**config.mk**
```make
export PLATFORM = sky130hd
export DESIGN_NAME = fct_cmd_timing
export DESIGN_NICKNAME = d
export VERILOG_FILES = /design/src/logic/fct_pkg.sv /design/src/logic/fct_cmd_timing.sv
export VERILOG_INCLUDE_DIRS = /design/src /design/src/logic
export SDC_FILE = /design/constraint.sdc
export NUM_CORES = 1
export LEC_CHECK = 0
export CAP_MARGIN = 15
export CORE_MARGIN = 10
export CORE_UTILIZATION = 25
export DETAILED_ROUTE_END_ITERATION = 12
export DONT_BUFFER_PORTS = 1
export PLACE_DENSITY_LB_ADDON = 0.25
export SLEW_MARGIN = 10
export SYNTH_ARGS = -nofsm -noshare
export SYNTH_HDL_FRONTEND = slang
export SYNTH_SLANG_ARGS = --single-unit
```
**constraint.sdc**
```tcl
create_clock -name clk -period 3.9 [get_ports clk]
set_input_delay 0 -clock clk [delete_from_list [all_inputs] [get_ports clk]]
set_output_delay 0 -clock clk [all_outputs]
set_load 0.03 [all_outputs]
```
**src/logic/fct_cfg.svh**
```systemverilog
`ifndef FCT_CFG_SVH
`define FCT_CFG_SVH

// register offsets on the plain port
`define FCT_REG_SPEC0 8'h00
`define FCT_REG_SPEC1 8'h01
`define FCT_REG_CONFIG 8'h02
`define FCT_REG_PRECOMP 8'h03
`define FCT_REG_RATE 8'h04
`define FCT_REG_TARGET 8'h05
`define FCT_REG_RELCOUNT 8'h06
`define FCT_REG_CMD 8'h07
`define FCT_REG_STATUS 8'h08
`define FCT_REG_PCYL 8'h09
`define FCT_REG_VERSION 8'h0a

// command codes written to the command register, bit 6 is the direction
`define FCT_CMD_SEEK 3'h1
`define FCT_CMD_RELSEEK 3'h2
`define FCT_CMD_RECAL 3'h3
`define FCT_CMD_RW_START 3'h4
`define FCT_CMD_RW_END 3'h5
`define FCT_CMD_SENSE 3'h6
`define FCT_CMD_DIR_BIT 6

// configure defaults: no implied seek, queue off, polling on, depth 1, track 0
`define FCT_CFG_RESET 8'h40
`define FCT_PRECOMP_RESET 8'h00

// timing
`define FCT_CLK_NS 50
`define FCT_TICK_2M_NS 125000
`define FCT_STEP_PULSE_NS 400
`define FCT_STEP_PULSE_CYC ((`FCT_STEP_PULSE_NS + `FCT_CLK_NS - 1) / `FCT_CLK_NS)
`define FCT_RECAL_MAX_STEPS 8'h50
`define FCT_STEP_TICKS_PER_CODE 6'h02
`define FCT_LOAD_TICKS_PER_CODE 10'h004
`define FCT_UNLOAD_TICKS_PER_CODE 10'h020
`define FCT_LOAD_ZERO_TICKS 10'h200

`endif

```
**src/logic/fct_pkg.sv**
```systemverilog
package fct_pkg;

  typedef enum logic [2:0] {RATE_500K, RATE_300K, RATE_250K, RATE_1M, RATE_2M} fct_rate_e;

  typedef enum {SK_IDLE, SK_EVAL, SK_PULSE, SK_WAIT} fct_seek_e;

  typedef enum {HD_UNLOADED, HD_SEEK, HD_LOAD, HD_READY, HD_HOLD} fct_head_e;

  typedef enum {KIND_SEEK, KIND_REL, KIND_RECAL} fct_kind_e;

  typedef struct packed {
    logic [3:0] stepCode;
    logic [3:0] unloadCode;
    logic [6:0] loadCode;
    logic noDma;
  } fct_spec_s;

  typedef struct packed {
    logic impliedSeek;
    logic queueDisable;
    logic pollDisable;
    logic unused;
    logic [3:0] threshold;
  } fct_cfg_s;

  typedef struct packed {
    logic step;
    logic dir;
    logic headLoad;
  } fct_drive_s;

endpackage : fct_pkg

```
**src/logic/fct_cmd_timing.sv**
```systemverilog
// Notes on behaviour
// - heads stay loaded after read/write ends until unload interval elapses.
// - unload code is 16 ms per count at 500K; code 0 means 256 ms.
// - step pulses spaced by (16 - code) ms at 500K; first gap may be shorter.
// - head load wait is 2 ms per count at 500K; code 0 means 256 ms.
// - all three timers scale inversely with data rate, same for both encodings.
// - no-DMA bit one selects non-DMA, zero selects DMA.
// - DMA mode raises DMA request; non-DMA uses request flag plus interrupt.
// - defaults: no implied seek, queue off, polling on, depth 1, precomp track 0.
// - implied seek enabled seeks to target before each read or write; here only when the heads are unloaded, not from the hold state.
// - queue disabled requests transfers one byte at a time.
// - polling gives one interrupt after reset, held off while heads loaded.
// - threshold field plus one is queue depth during read/write.
// - precompensation applies from the programmed eight-bit start track.
// - version command returns one fixed identification byte.
// - relative seek issues count pulses without comparing, still advances cylinder.
// - relative seek direction zero steps outward, one steps inward.
// - only one relative seek active at a time; host must not overlap them.
// - relative seek stepping outward past track zero sets equipment check.
// - cylinder after relative seek is old value plus count modulo 256; outward seeks subtract the count instead.
// - relative seek count up to 255 tracks.
// - recalibrate steps to track zero, at most 80 pulses, else error.
// - cylinder never records beyond 255; commands use the wrapped value.
// - normal seek compares after each step; equal sets seek end and stops.
//
// The plain strobed port and the register addresses are this design's own decisions.
`timescale 1ns/10ps
`include "fct_cfg.svh"

module fct_cmd_timing
  import fct_pkg::*;
#(
  parameter int TICK_2M_CYC = `FCT_TICK_2M_NS / `FCT_CLK_NS,
  parameter logic [7:0] VERSION_ID = 8'h5a // arbitrary identification value
)
(
  // clock and reset
  input wire logic clk,
  input wire logic rst_b,
  input wire logic ce,
  // register port
  input wire logic [7:0] addr,
  input wire logic [7:0] wrData,
  input wire logic wrStb,
  input wire logic rdStb,
  output logic [7:0] rdData,
  // drive side
  input wire logic trackZeroPin,
  output fct_drive_s drive,
  // data path side
  input wire logic byteReady,
  input wire logic [4:0] queueLevel,
  output logic [4:0] queueDepth,
  output logic queueBypass,
  output logic rwReady,
  output logic precompActive,
  output logic diskDmaRequest,
  output logic hostTransferRequestFlag,
  output logic intReq
);

  fct_spec_s spec;
  fct_cfg_s cfg;
  logic [7:0] precompStartTrack;
  fct_rate_e rate;
  logic [7:0] targetCylinder;
  logic [7:0] relativeStepCount;
  logic [7:0] presentCylinder;
  logic seekEndFlag;
  logic equipmentCheckFlag;
  logic seekIrq;
  logic pollIrq;
  logic pollDone;
  logic trkMeta;
  logic trackZero;
  fct_seek_e seekState;
  fct_kind_e kind;
  logic stepDir;
  logic [7:0] stepsLeft;
  logic [7:0] stepsDone;
  logic [3:0] pulseCnt;
  logic [5:0] stepTmr;
  fct_head_e headState;
  logic [9:0] headTmr;
  logic [14:0] tickCnt;
  logic [14:0] tickLimit;
  logic tick;
  logic cmdWr;
  logic [2:0] cmdCode;
  logic startSeek;
  logic startRel;
  logic startRecal;
  logic startImplied;
  logic seekBusy;
  logic seekFinish;
  logic setSe;
  logic setEc;
  logic xferNeed;
  logic [9:0] next_loadTicks;
  logic [9:0] next_unloadTicks;
  logic [5:0] next_stepTicks;

  // track zero comes from the drive cable: two flops before use
  always_ff @(posedge clk or negedge rst_b)
  begin
    if (!rst_b)
    begin
      trkMeta <= 1'b0;
      trackZero <= 1'b0;
    end
    else if (ce)
    begin
      trkMeta <= trackZeroPin;
      trackZero <= trkMeta;
    end
  end

  // tick period doubles as rate halves, so one code gives one table row
  always_comb
  begin
    case (rate)
      RATE_2M: tickLimit = 15'(TICK_2M_CYC);
      RATE_1M: tickLimit = 15'(TICK_2M_CYC * 2);
      RATE_500K: tickLimit = 15'(TICK_2M_CYC * 4);
      RATE_300K: tickLimit = 15'(TICK_2M_CYC * 20 / 3);
      RATE_250K: tickLimit = 15'(TICK_2M_CYC * 8);
      default: tickLimit = 15'(TICK_2M_CYC * 4);
    endcase
  end

  always_ff @(posedge clk or negedge rst_b)
  begin
    if (!rst_b)
      tickCnt <= 15'h0000;
    else if (ce)
      tickCnt <= tick ? 15'h0000 : tickCnt + 15'h0001;
  end

  assign tick = (tickCnt >= tickLimit - 15'h0001);

  // interval lengths in ticks; one extra tick covers a partial first tick
  always_comb
  begin
    next_stepTicks = 6'((6'h10 - {2'h0, spec.stepCode}) * `FCT_STEP_TICKS_PER_CODE) + 6'h01;
    next_loadTicks = (spec.loadCode == 7'h00) ? `FCT_LOAD_ZERO_TICKS
      : 10'({3'h0, spec.loadCode} * `FCT_LOAD_TICKS_PER_CODE);
    next_loadTicks = next_loadTicks + 10'h001;
    next_unloadTicks = (spec.unloadCode == 4'h0) ? `FCT_LOAD_ZERO_TICKS
      : 10'({6'h00, spec.unloadCode} * `FCT_UNLOAD_TICKS_PER_CODE);
    next_unloadTicks = next_unloadTicks + 10'h001;
  end

  // register writes
  assign cmdWr = wrStb && (addr == `FCT_REG_CMD);
  assign cmdCode = wrData[2:0];
  assign seekBusy = (seekState != SK_IDLE);
  // a second seek of any kind is dropped while the stepper is busy
  assign startSeek = cmdWr && (cmdCode == `FCT_CMD_SEEK) && !seekBusy;
  assign startRel = cmdWr && (cmdCode == `FCT_CMD_RELSEEK) && !seekBusy;
  assign startRecal = cmdWr && (cmdCode == `FCT_CMD_RECAL) && !seekBusy;

  always_ff @(posedge clk or negedge rst_b)
  begin
    if (!rst_b)
    begin
      spec <= '0;
      cfg <= `FCT_CFG_RESET;
      precompStartTrack <= `FCT_PRECOMP_RESET;
      rate <= RATE_500K;
      targetCylinder <= 8'h00;
      relativeStepCount <= 8'h00;
    end
    else if (ce && wrStb)
    begin
      case (addr)
        `FCT_REG_SPEC0: {spec.stepCode, spec.unloadCode} <= wrData;
        `FCT_REG_SPEC1: {spec.loadCode, spec.noDma} <= wrData;
        `FCT_REG_CONFIG: cfg <= wrData;
        `FCT_REG_PRECOMP: precompStartTrack <= wrData;
        `FCT_REG_RATE: rate <= fct_rate_e'(wrData[2:0]);
        `FCT_REG_TARGET: targetCylinder <= wrData;
        `FCT_REG_RELCOUNT: relativeStepCount <= wrData;
        default: ;
      endcase
    end
  end

  // stepper shared by seek, relative seek, recalibrate and implied seek
  always_ff @(posedge clk or negedge rst_b)
  begin
    if (!rst_b)
    begin
      seekState <= SK_IDLE;
      kind <= KIND_SEEK;
      stepDir <= 1'b0;
      stepsLeft <= 8'h00;
      stepsDone <= 8'h00;
      pulseCnt <= 4'h0;
      stepTmr <= 6'h00;
      presentCylinder <= 8'h00;
    end
    else if (ce)
    begin
      case (seekState)
        SK_IDLE:
        begin
          stepsDone <= 8'h00;
          if (startSeek || startImplied)
          begin
            kind <= KIND_SEEK;
            seekState <= SK_EVAL;
          end
          else if (startRel)
          begin
            kind <= KIND_REL;
            stepDir <= wrData[`FCT_CMD_DIR_BIT];
            stepsLeft <= relativeStepCount;
            seekState <= SK_EVAL;
          end
          else if (startRecal)
          begin
            kind <= KIND_RECAL;
            stepDir <= 1'b0;
            presentCylinder <= 8'h00;
            seekState <= SK_EVAL;
          end
        end
        SK_EVAL:
        begin
          if (seekFinish)
            seekState <= SK_IDLE;
          else
          begin
            seekState <= SK_PULSE;
            pulseCnt <= 4'(`FCT_STEP_PULSE_CYC - 1);
            stepsDone <= stepsDone + 8'h01;
            if (kind == KIND_SEEK)
            begin
              stepDir <= (presentCylinder < targetCylinder);
              presentCylinder <= (presentCylinder < targetCylinder) ? presentCylinder + 8'h01
                : presentCylinder - 8'h01;
            end
            else if (kind == KIND_REL)
            begin
              stepsLeft <= stepsLeft - 8'h01;
              // cylinder wraps through 255 and 0 without a note of it
              presentCylinder <= stepDir ? presentCylinder + 8'h01
                : presentCylinder - 8'h01;
            end
          end
        end
        SK_PULSE:
        begin
          if (pulseCnt == 4'h0)
          begin
            seekState <= SK_WAIT;
            stepTmr <= next_stepTicks;
          end
          else
            pulseCnt <= pulseCnt - 4'h1;
        end
        SK_WAIT:
        begin
          if (stepTmr == 6'h00)
            seekState <= SK_EVAL;
          else if (tick)
            stepTmr <= stepTmr - 6'h01;
        end
        default: seekState <= SK_IDLE;
      endcase
    end
  end

  // termination checks made before every pulse
  always_comb
  begin
    seekFinish = 1'b0;
    setSe = 1'b0;
    setEc = 1'b0;
    if (seekState == SK_EVAL)
    begin
      case (kind)
        KIND_SEEK:
        begin
          seekFinish = (presentCylinder == targetCylinder);
          setSe = seekFinish;
        end
        KIND_REL:
        begin
          setEc = !stepDir && trackZero && (stepsLeft != 8'h00);
          seekFinish = setEc || (stepsLeft == 8'h00);
          setSe = seekFinish;
        end
        KIND_RECAL:
        begin
          setEc = !trackZero && (stepsDone == `FCT_RECAL_MAX_STEPS);
          seekFinish = trackZero || setEc;
          setSe = seekFinish;
        end
        default: seekFinish = 1'b1;
      endcase
    end
  end

  // status flags: a hardware set beats a same-cycle sense clear
  always_ff @(posedge clk or negedge rst_b)
  begin
    if (!rst_b)
    begin
      seekEndFlag <= 1'b0;
      equipmentCheckFlag <= 1'b0;
      seekIrq <= 1'b0;
    end
    else if (ce)
    begin
      if (setSe || setEc)
      begin
        seekEndFlag <= setSe;
        equipmentCheckFlag <= setEc;
        seekIrq <= (headState != HD_SEEK);
      end
      else if (cmdWr && (cmdCode == `FCT_CMD_SENSE))
      begin
        seekEndFlag <= 1'b0;
        equipmentCheckFlag <= 1'b0;
        seekIrq <= 1'b0;
      end
    end
  end

  // head load, ready and unload hold
  assign startImplied = (headState == HD_UNLOADED) && cmdWr && (cmdCode == `FCT_CMD_RW_START)
    && cfg.impliedSeek && !seekBusy && (presentCylinder != targetCylinder);

  always_ff @(posedge clk or negedge rst_b)
  begin
    if (!rst_b)
    begin
      headState <= HD_UNLOADED;
      headTmr <= 10'h000;
    end
    else if (ce)
    begin
      case (headState)
        HD_UNLOADED:
        begin
          if (startImplied)
            headState <= HD_SEEK;
          else if (cmdWr && (cmdCode == `FCT_CMD_RW_START) && !seekBusy)
          begin
            headState <= HD_LOAD;
            headTmr <= next_loadTicks;
          end
        end
        HD_SEEK:
        begin
          if (!seekBusy)
          begin
            headState <= HD_LOAD;
            headTmr <= next_loadTicks;
          end
        end
        HD_LOAD:
        begin
          if (headTmr == 10'h000)
            headState <= HD_READY;
          else if (tick)
            headTmr <= headTmr - 10'h001;
        end
        HD_READY:
        begin
          if (cmdWr && (cmdCode == `FCT_CMD_RW_END))
          begin
            headState <= HD_HOLD;
            headTmr <= next_unloadTicks;
          end
        end
        HD_HOLD:
        begin
          if (cmdWr && (cmdCode == `FCT_CMD_RW_START))
            headState <= HD_READY;
          else if (headTmr == 10'h000)
            headState <= HD_UNLOADED;
          else if (tick)
            headTmr <= headTmr - 10'h001;
        end
        default: headState <= HD_UNLOADED;
      endcase
    end
  end

  // one poll interrupt per reset, only while the heads are unloaded
  always_ff @(posedge clk or negedge rst_b)
  begin
    if (!rst_b)
    begin
      pollIrq <= 1'b0;
      pollDone <= 1'b0;
    end
    else if (ce)
    begin
      if (!pollDone && !cfg.pollDisable && (headState == HD_UNLOADED))
      begin
        pollIrq <= 1'b1;
        pollDone <= 1'b1;
      end
      else if (cmdWr && (cmdCode == `FCT_CMD_SENSE))
        pollIrq <= 1'b0;
    end
  end

  // transfer requests
  assign queueDepth = {1'b0, cfg.threshold} + 5'h01;
  assign queueBypass = cfg.queueDisable;
  assign xferNeed = rwReady && (cfg.queueDisable ? byteReady
    : (queueLevel >= queueDepth));
  assign diskDmaRequest = xferNeed && !spec.noDma;
  assign hostTransferRequestFlag = xferNeed && spec.noDma;
  assign intReq = seekIrq || pollIrq || hostTransferRequestFlag;

  always_ff @(posedge clk or negedge rst_b)
  begin
    if (!rst_b)
    begin
      drive <= '0;
      rwReady <= 1'b0;
      precompActive <= 1'b0;
    end
    else if (ce)
    begin
      drive.step <= (seekState == SK_EVAL) && !seekFinish
        || (seekState == SK_PULSE) && (pulseCnt != 4'h0);
      drive.dir <= (seekState == SK_EVAL && kind == KIND_SEEK) ? (presentCylinder < targetCylinder)
        : stepDir;
      drive.headLoad <= (headState == HD_LOAD) || (headState == HD_READY)
        || (headState == HD_HOLD);
      rwReady <= (headState == HD_READY);
      precompActive <= (headState == HD_READY) && (presentCylinder >= precompStartTrack);
    end
  end

  // read data one cycle after the strobe; unmapped reads return zero
  always_ff @(posedge clk or negedge rst_b)
  begin
    if (!rst_b)
      rdData <= 8'h00;
    else if (ce && rdStb)
    begin
      case (addr)
        `FCT_REG_SPEC0: rdData <= {spec.stepCode, spec.unloadCode};
        `FCT_REG_SPEC1: rdData <= {spec.loadCode, spec.noDma};
        `FCT_REG_CONFIG: rdData <= cfg;
        `FCT_REG_PRECOMP: rdData <= precompStartTrack;
        `FCT_REG_RATE: rdData <= {5'h00, rate};
        `FCT_REG_TARGET: rdData <= targetCylinder;
        `FCT_REG_RELCOUNT: rdData <= relativeStepCount;
        `FCT_REG_STATUS: rdData <= {seekBusy, drive.headLoad, rwReady, equipmentCheckFlag,
          seekEndFlag, pollIrq, seekIrq, intReq};
        `FCT_REG_PCYL: rdData <= presentCylinder;
        `FCT_REG_VERSION: rdData <= VERSION_ID;
        default: rdData <= 8'h00;
      endcase
    end
    else if (ce)
      rdData <= 8'h00;
  end

  a_step_width: assert property (@(posedge clk) disable iff (!rst_b || !ce)
    $rose(drive.step) |-> drive.step[*8] ##1 !drive.step)
    else $error("step pulse width wrong");

  a_unload_hold: assert property (@(posedge clk) disable iff (!rst_b || !ce)
    (headState == HD_READY) && cmdWr && (cmdCode == `FCT_CMD_RW_END) |=> ##1 drive.headLoad[*8])
    else $error("heads dropped before unload interval");

  a_dma_select: assert property (@(posedge clk) disable iff (!rst_b || !ce)
    diskDmaRequest |-> !spec.noDma && !hostTransferRequestFlag)
    else $error("dma request in non-dma mode");

  a_pio_signal: assert property (@(posedge clk) disable iff (!rst_b || !ce)
    hostTransferRequestFlag |-> intReq && spec.noDma)
    else $error("non-dma request without interrupt");

  a_queue_bypass: assert property (@(posedge clk) disable iff (!rst_b || !ce)
    diskDmaRequest && cfg.queueDisable |-> byteReady && rwReady)
    else $error("bypass request without a byte");

  a_rel_wrap: assert property (@(posedge clk) disable iff (!rst_b || !ce)
    (seekState == SK_EVAL) && (kind == KIND_REL) && !seekFinish
    |=> presentCylinder == ($past(stepDir) ? 8'($past(presentCylinder) + 8'h01)
      : 8'($past(presentCylinder) - 8'h01)))
    else $error("relative seek cylinder update wrong");

  a_ec_outward: assert property (@(posedge clk) disable iff (!rst_b || !ce)
    (seekState == SK_EVAL) && (kind == KIND_REL) && !stepDir && trackZero && (stepsLeft != 8'h00)
    |=> equipmentCheckFlag && (seekState == SK_IDLE))
    else $error("no equipment check at track zero");

  a_seek_end: assert property (@(posedge clk) disable iff (!rst_b || !ce)
    (seekState == SK_EVAL) && (kind == KIND_SEEK) && (presentCylinder == targetCylinder)
    |=> seekEndFlag && !drive.step && (seekState == SK_IDLE))
    else $error("seek did not end on match");

  a_recal_limit: assert property (@(posedge clk) disable iff (!rst_b || !ce)
    (kind == KIND_RECAL) |-> stepsDone <= `FCT_RECAL_MAX_STEPS)
    else $error("recalibrate exceeded step limit");

  a_version_byte: assert property (@(posedge clk) disable iff (!rst_b || !ce)
    rdStb && (addr == `FCT_REG_VERSION) |=> rdData == VERSION_ID)
    else $error("version byte wrong");

  a_precomp_start: assert property (@(posedge clk) disable iff (!rst_b || !ce)
    precompActive |-> $past(presentCylinder) >= $past(precompStartTrack))
    else $error("precomp below start track");

endmodule : fct_cmd_timing

```
-- Word level (Yosys, flattened, before mapping)
Index checks and enable logic that the tools add are counted.
- register bits after elaboration: 227
- bits in latches: 0
- bits in writable memories: 0
- bits in read-only memories: 0
- output and inout port bits: 22
- word-level logic and storage cells: 283
- memories: 0
- add/subtract/negate cells: 14
- multiply operators: 0
- divide/modulo/power cells: 0
- magnitude comparators: 4
- equality and inequality tests: 63
- shift operators: 0
- muxes and demuxes: 76
- bitwise operators: 0
- reduce and logical (&&, ||, !) cells: 89
- operators with widths (kind ; count):
    32-bit 2-to-1 mux ; 15
    32-bit by 2-bit equality test with 1-bit output, second input constant ; 7
    32-bit zero test ; 5
    32-bit one-hot mux with 5 select lines ; 1
    32-bit by 3-bit equality test with 1-bit output, second input constant ; 4
    8-bit 2-to-1 mux ; 16
    32-bit one-hot mux with 4 select lines ; 1
    32-bit by 1-bit equality test with 1-bit output, second input constant ; 3
    10-bit 2-to-1 mux ; 9
    8-bit one-hot mux with 10 select lines ; 1
    15-bit one-hot mux with 4 select lines ; 1
    10-bit one-hot mux with 5 select lines ; 1
    8-bit one-hot mux with 2 select lines ; 3
    2-bit != test, second input constant ; 19
    32-bit by 4-bit equality test with 1-bit output, second input constant ; 1
    8-bit by 3-bit equality test with 1-bit output, second input constant ; 4
    32-bit by 2-bit != test with 1-bit output, second input constant ; 1
    32-bit nonzero test ; 1
    1-bit logical AND ; 30
    8-bit by 4-bit equality test with 1-bit output, second input constant ; 3
    7-bit AND reduction ; 3
    10-bit by 1-bit adder with 10-bit output, second input constant ; 2
    2-bit AND reduction ; 10
    6-bit 2-to-1 mux ; 3
    other kinds (48) ; 102

-- Depth between registers and ports, before layout
- depth in word-level cells: 10
- depth in mapped cells: 14
- mapped depth without buffers: 13

-- Worst setup path before layout
No wires, ideal clock.
- kind: reg2reg
- start point: reg cfg[2] (netlist name)
- end point: reg rdData[0]
- setup time: 80 ps
- arrival time: 3029 ps
- data required time: 3820 ps
- setup slack: 791 ps
- stages on the path, launching flop included: 12
- path buffers: 0
- period minus slack after synthesis: 3109 ps
- cell sequence: dfrtp_1 > nand3_1 > xnor2_1 > inv_1 > ha_1 > o21ai_0 > a21oi_1 > a21oi_1 > a211o_1 > o21ai_0 > a221oi_1 > o2bb2ai_1
- word-level cells in the longest chain between the ends: 8
- RTL lines (what ; RTL line ; source):
    start, declared ; fct_cmd_timing.sv:63 ; fct_cfg_s cfg;
    start signal, assigned ; fct_cmd_timing.sv:167 ; cfg <= `FCT_CFG_RESET;
    start signal, assigned ; fct_cmd_timing.sv:178 ; `FCT_REG_CONFIG: cfg <= wrData;
    4-bit by 1-bit adder with 5-bit output ; fct_cmd_timing.sv:413 ; assign queueDepth = {1'b0, cfg.threshold} + 5'h01;
    named net queueDepth[3] ; fct_cmd_timing.sv:53 ; output logic [4:0] queueDepth,
    5-bit greater-or-equal comparator ; fct_cmd_timing.sv:416 ; : (queueLevel >= queueDepth));
    1-bit 2-to-1 mux ; fct_cmd_timing.sv:415 ; assign xferNeed = rwReady && (cfg.queueDisable ? byteReady
    1-bit logical AND ; fct_cmd_timing.sv:415 ;
    1-bit logical AND ; fct_cmd_timing.sv:418 ; assign hostTransferRequestFlag = xferNeed && spec.noDma;
    1-bit logical OR ; fct_cmd_timing.sv:419 ; assign intReq = seekIrq || pollIrq || hostTransferRequestFlag;
    named net intReq ; fct_cmd_timing.sv:59 ; output logic intReq
    8-bit one-hot mux with 10 select lines ; fct_cmd_timing.sv:449 ; case (addr)
    8-bit 2-to-1 mux ; fct_cmd_timing.sv:447 ; else if (ce && rdStb)
    end signal, assigned ; fct_cmd_timing.sv:450 ; `FCT_REG_SPEC0: rdData <= {spec.stepCode, spec.unloadCode};
    end signal, assigned ; fct_cmd_timing.sv:451 ; `FCT_REG_SPEC1: rdData <= {spec.loadCode, spec.noDma};
    end signal, assigned ; fct_cmd_timing.sv:452 ; `FCT_REG_CONFIG: rdData <= cfg;
    end, declared ; fct_cmd_timing.sv:46 ; output logic [7:0] rdData,
The timed path passes the listed nets, and every way through them passes these cells.
A chain may end at the register's enable or synchronous reset.

-- Worst setup path in the final report
- start point: reg rate[2]
- end point: reg stepTmr[1]
- word-level cells in the longest chain between the ends: 6
- elaborated cells on any way between the ends: 9
- RTL lines (what ; RTL line ; source):
    start, declared ; fct_cmd_timing.sv:65 ; fct_rate_e rate;
    start signal, assigned ; fct_cmd_timing.sv:180 ; `FCT_REG_RATE: rate <= fct_rate_e'(wrData[2:0]);
    3-bit by 2-bit equality test with 1-bit output, or another cell as far along ; fct_cmd_timing.sv:121 ; case (rate)
    15-bit one-hot mux with 4 select lines (*) ; fct_cmd_timing.sv:121 ;
    15-bit by 1-bit subtractor with 15-bit output (*) ; fct_cmd_timing.sv:139 ; assign tick = (tickCnt >= tickLimit - 15'h0001);
    15-bit greater-or-equal comparator (*) ; fct_cmd_timing.sv:139 ;
    2-bit != test (no line) (*) ; n/a ;
    5-bit AND reduction (no line) (*) ; n/a ;
    end signal, assigned ; fct_cmd_timing.sv:257 ; stepTmr <= next_stepTicks;
    end signal, assigned ; fct_cmd_timing.sv:267 ; stepTmr <= stepTmr - 6'h01;
    end, declared ; fct_cmd_timing.sv:82 ; logic [5:0] stepTmr;
Mark *: on every way between the ends. The rest lies on a longest branch, timed or not.

==> results_dict.tcl <==
set metrics [dict create \
    cp-start-kind "flip-flop" \
    cp_cell_sequence "nand2b_1 > nor2_1 > inv_1 > ha_1 > mux2i_1 > ha_1 > o21ai_0 > a21oi_1 > o21ai_0 > a21oi_1 > a21boi_0 > nor2_1 > mux2i_1" \
    whs_path_depth 4 \
    cts_root_buf "clkbuf_16" \
    whs_ps 10.5 \
    antenna_found_initial 5 \
    die_h_um 207 \
    die_w_um 207 \
    cts_setup_buffers 0 \
    reg2reg_depth 13 \
    peakVddDrop_uv 329 \
    path_max_fanout 8 \
    ant_nets 0 \
    drt_iter0_markers 659 \
    grt_pass1_wl_mm 43.7 \
    tns_ps 0 \
    synthCells 953 \
    vias 7465 \
    start_util 0.253 \
    ys_warn_count 0 \
    clockBufferDepth 2 \
    cpMaxStageDelayCell "a21oi_1" \
    powerDensity_nw_per_um2 433 \
    ys_seq_area_frac 0.397 \
    dpl_cell_area_sq_um 9220 \
    area.growth.synth_to_final_pct 15.1 \
    coreArea_sq_um 34500 \
    hold_buffers 20 \
    critPathCapture "stepTmr[1]" \
    timing.fmax_ghz 0.283 \
    htree_levels 4 \
    grt_max_degree 139 \
    tightest_slew_ps 979 \
    crit_required_ps 4260 \
    drive_gt1_frac 0.115 \
    syn-cell-area_sq_um 8700 \
    final_cell_mix "dfrtp_1, nor2_1, nand2_1" \
    postSynth.asyncResetShare 1.00 \
    relSlewSlack 0.342 \
    via_per_inst 5.19 \
    slew_violations 0 \
    rr_endpoint "stepTmr[1]" \
    wire_per_inst_um 19.5 \
    drtPass1Iterations 5 \
    grt_overflow 0 \
    r2r_slack_ps 360 \
    cts_resized 0 \
    rows 68 \
    syn_area_per_cell_sq_um 9.13 \
    fillers 3641 \
    period_share 0.907 \
    synth_nets 1034 \
    setup_viol 0 \
    worstReg2RegStart "rate[2]" \
    rsz0062_at_grt "no" \
    drc 0 \
    p_leak_nw 4.31 \
    first_global_vias 7233 \
    drt-total-wl_mm 28.1 \
    clk_latency_ps 440 \
    ys_seq_elements 138 \
    path_clk_slew_ps 70 \
    cts_tree "yes" \
    layout_commonest_cell "dfrtp_1" \
    status "completed" \
    slowest_delay_ps 590 \
    gp_congestion 0.876 \
    crit_start "rate[2]" \
    hpwlAfterDp_mm 20.0 \
    worst_ep_arrival_time_ps 3900 \
    dieArea_sq_um 42700 \
    final_util 0.291 \
    synth_edf_count 0 \
    ys_types 74 \
    io_buffers 0 \
    crit_type "flip-flop to flip-flop" \
    cts_made_buffers 17 \
    drv_cap 0 \
    top_level_ports 50 \
    grt_usage 0.133 \
    hp-class "primary input to flip-flop" \
    layout_min_cycle_time_ps 3540 \
    crit_path_end_kind "flip-flop" \
    stdcell_area_sq_um 10000 \
    skew_ps 11.9 \
    ys.flop_type "dfrtp_1" \
    finalHoldViolations 0 \
    fin_nets 1049 \
    clock-sinks 138 \
]
==> where the power goes <==
group | total (mW) | leakage [nW] | switching [mW] | internal (mW)
Sequential | 1.82 | 1.80 | 0.241 | 1.58
Combinational | 0.945 | 2.24 | 0.548 | 0.396
Clock | 1.57 | 0.265 | 0.734 | 0.837
Total | 4.34 | 4.31 | 1.52 | 2.81
==> cell families (layout without fill, tap and decap cells) <==
family / count (synthesis) / after routing / share of synthesized area
AOI/OAI and AO/OA: 244 / 244 / 0.185
muxes: 70 / 70 / 0.0881
adders and majority gates: 53 / 53 / 0.0762
xor gates and xnor gates: 23 / 23 / 0.0231
other: 0 / 3 / 0
DFF: 138 / 138 / 0.397
buffers and inverters: 97 / 125 / 0.0426
and+or+nand+nor: 328 / 328 / 0.188
==> metrics by stage <==
step / instances / power, mW / worst slack [ps]
final: 1439 / 4.34 / 361
after global routing: 1438 / 4.58 / 33.1
after CTS: 1436 / 4.37 / 332
after detailed placement: 1384 / 2.71 / 357
after global placement: 1384 / 2.70 / 486
after floorplan: 953 / 2.45 / 791
==> worst min-delay path by stage <==
stage | to | slack [ps] | startpoint
2_1_floorplan | cfg[0] | -300 | rst_b
3_3_place_gp | tickCnt[7] | -280 | rst_b
3_5_place_dp | tickCnt[6] | -290 | rst_b
4_1_cts | rdData[7] | 3 | addr[3]
5_1_grt | rdData[2] | 8 | addr[3]
6_report | rdData[3] | 10 | addr[0]
==> flip-flops by register name, summed over array words and instances, names as in the netlist, 4 cells and up <==
name               count
cfg                    7
headTmr               10
precompStartTrack      8
presentCylinder        8
pulseCnt               4
rdData                 8
relativeStepCount      8
spec                  16
stepTmr                6
stepsDone              8
stepsLeft              8
targetCylinder         8
tickCnt               15
==> routing by layer <==
layer,up-vias,GRT usage,wire [um]
li1,3519,-,-
met1,3713,0.177,13100
met2,194,0.208,12900
met3,35,0.0325,1450
met4,4,0.0425,640
met5,-,0,14
==> layout make-up <==
class                           instances  area (sq um)  area share
Timing Repair Buffer                   33           325      0.0325
Sequential cell                       138          3450       0.345
Clock inverter                         15           129      0.0129
Inverter                               60           225      0.0225
Antenna cell                            3          7.51    0.000750
Multi-Input combinational cell        718          4880       0.487
Tap cell                              455           569      0.0569
Clock buffer                           17           425      0.0425
==> cell usage after synthesis, types with 3 or more instances <==
cell type | number | area, sq um
buf_2 | 5 | 25.0
ha_1 | 53 | 663
o21bai_1 | 3 | 22.5
a2bb2oi_1 | 4 | 35.0
nor2b_1 | 13 | 81.3
o2bb2ai_1 | 11 | 96.3
mux2_2 | 53 | 597
mux2i_1 | 17 | 170
o21a_1 | 3 | 22.5
xnor2_1 | 7 | 61.3
clkbuf_1 | 27 | 101
nor4b_1 | 3 | 26.3
and3_1 | 10 | 62.6
o22ai_1 | 12 | 75.1
nand4_1 | 22 | 138
o211ai_1 | 5 | 37.5
o31ai_1 | 5 | 37.5
o22a_1 | 4 | 35.0
nand2_1 | 82 | 308
a21o_1 | 7 | 52.6
nor3b_1 | 8 | 60.1
and2_1 | 10 | 62.6
a21boi_0 | 4 | 30.0
o311ai_1 | 4 | 35.0
a221oi_1 | 5 | 43.8
nor3_1 | 20 | 100
buf_1 | 5 | 18.8
nor2_1 | 91 | 342
xor2_1 | 16 | 140
dfrtp_1 | 137 | 3430
a21oi_1 | 57 | 285
nor4_1 | 6 | 37.5
nand3_1 | 28 | 140
nand2b_1 | 13 | 81.3
o21ai_1 | 3 | 15.0
a22oi_1 | 11 | 82.6
or3_1 | 8 | 50.1
or4_1 | 4 | 30.0
a211oi_1 | 6 | 45.0
a31oi_1 | 15 | 93.8
inv_1 | 59 | 221
o21ai_0 | 56 | 280
==> critical path: cells and delay by family, from the launching register on <==
family / cells / cell delay [ps]
AOI/OAI and AO/OA: 5 / 1240
DFF: 1 / 440
and+or+nand+nor: 3 / 830
buffers and inverters: 1 / 90
muxes: 2 / 360
adders and majority gates: 2 / 520
(Power assumes the default switching activity.)
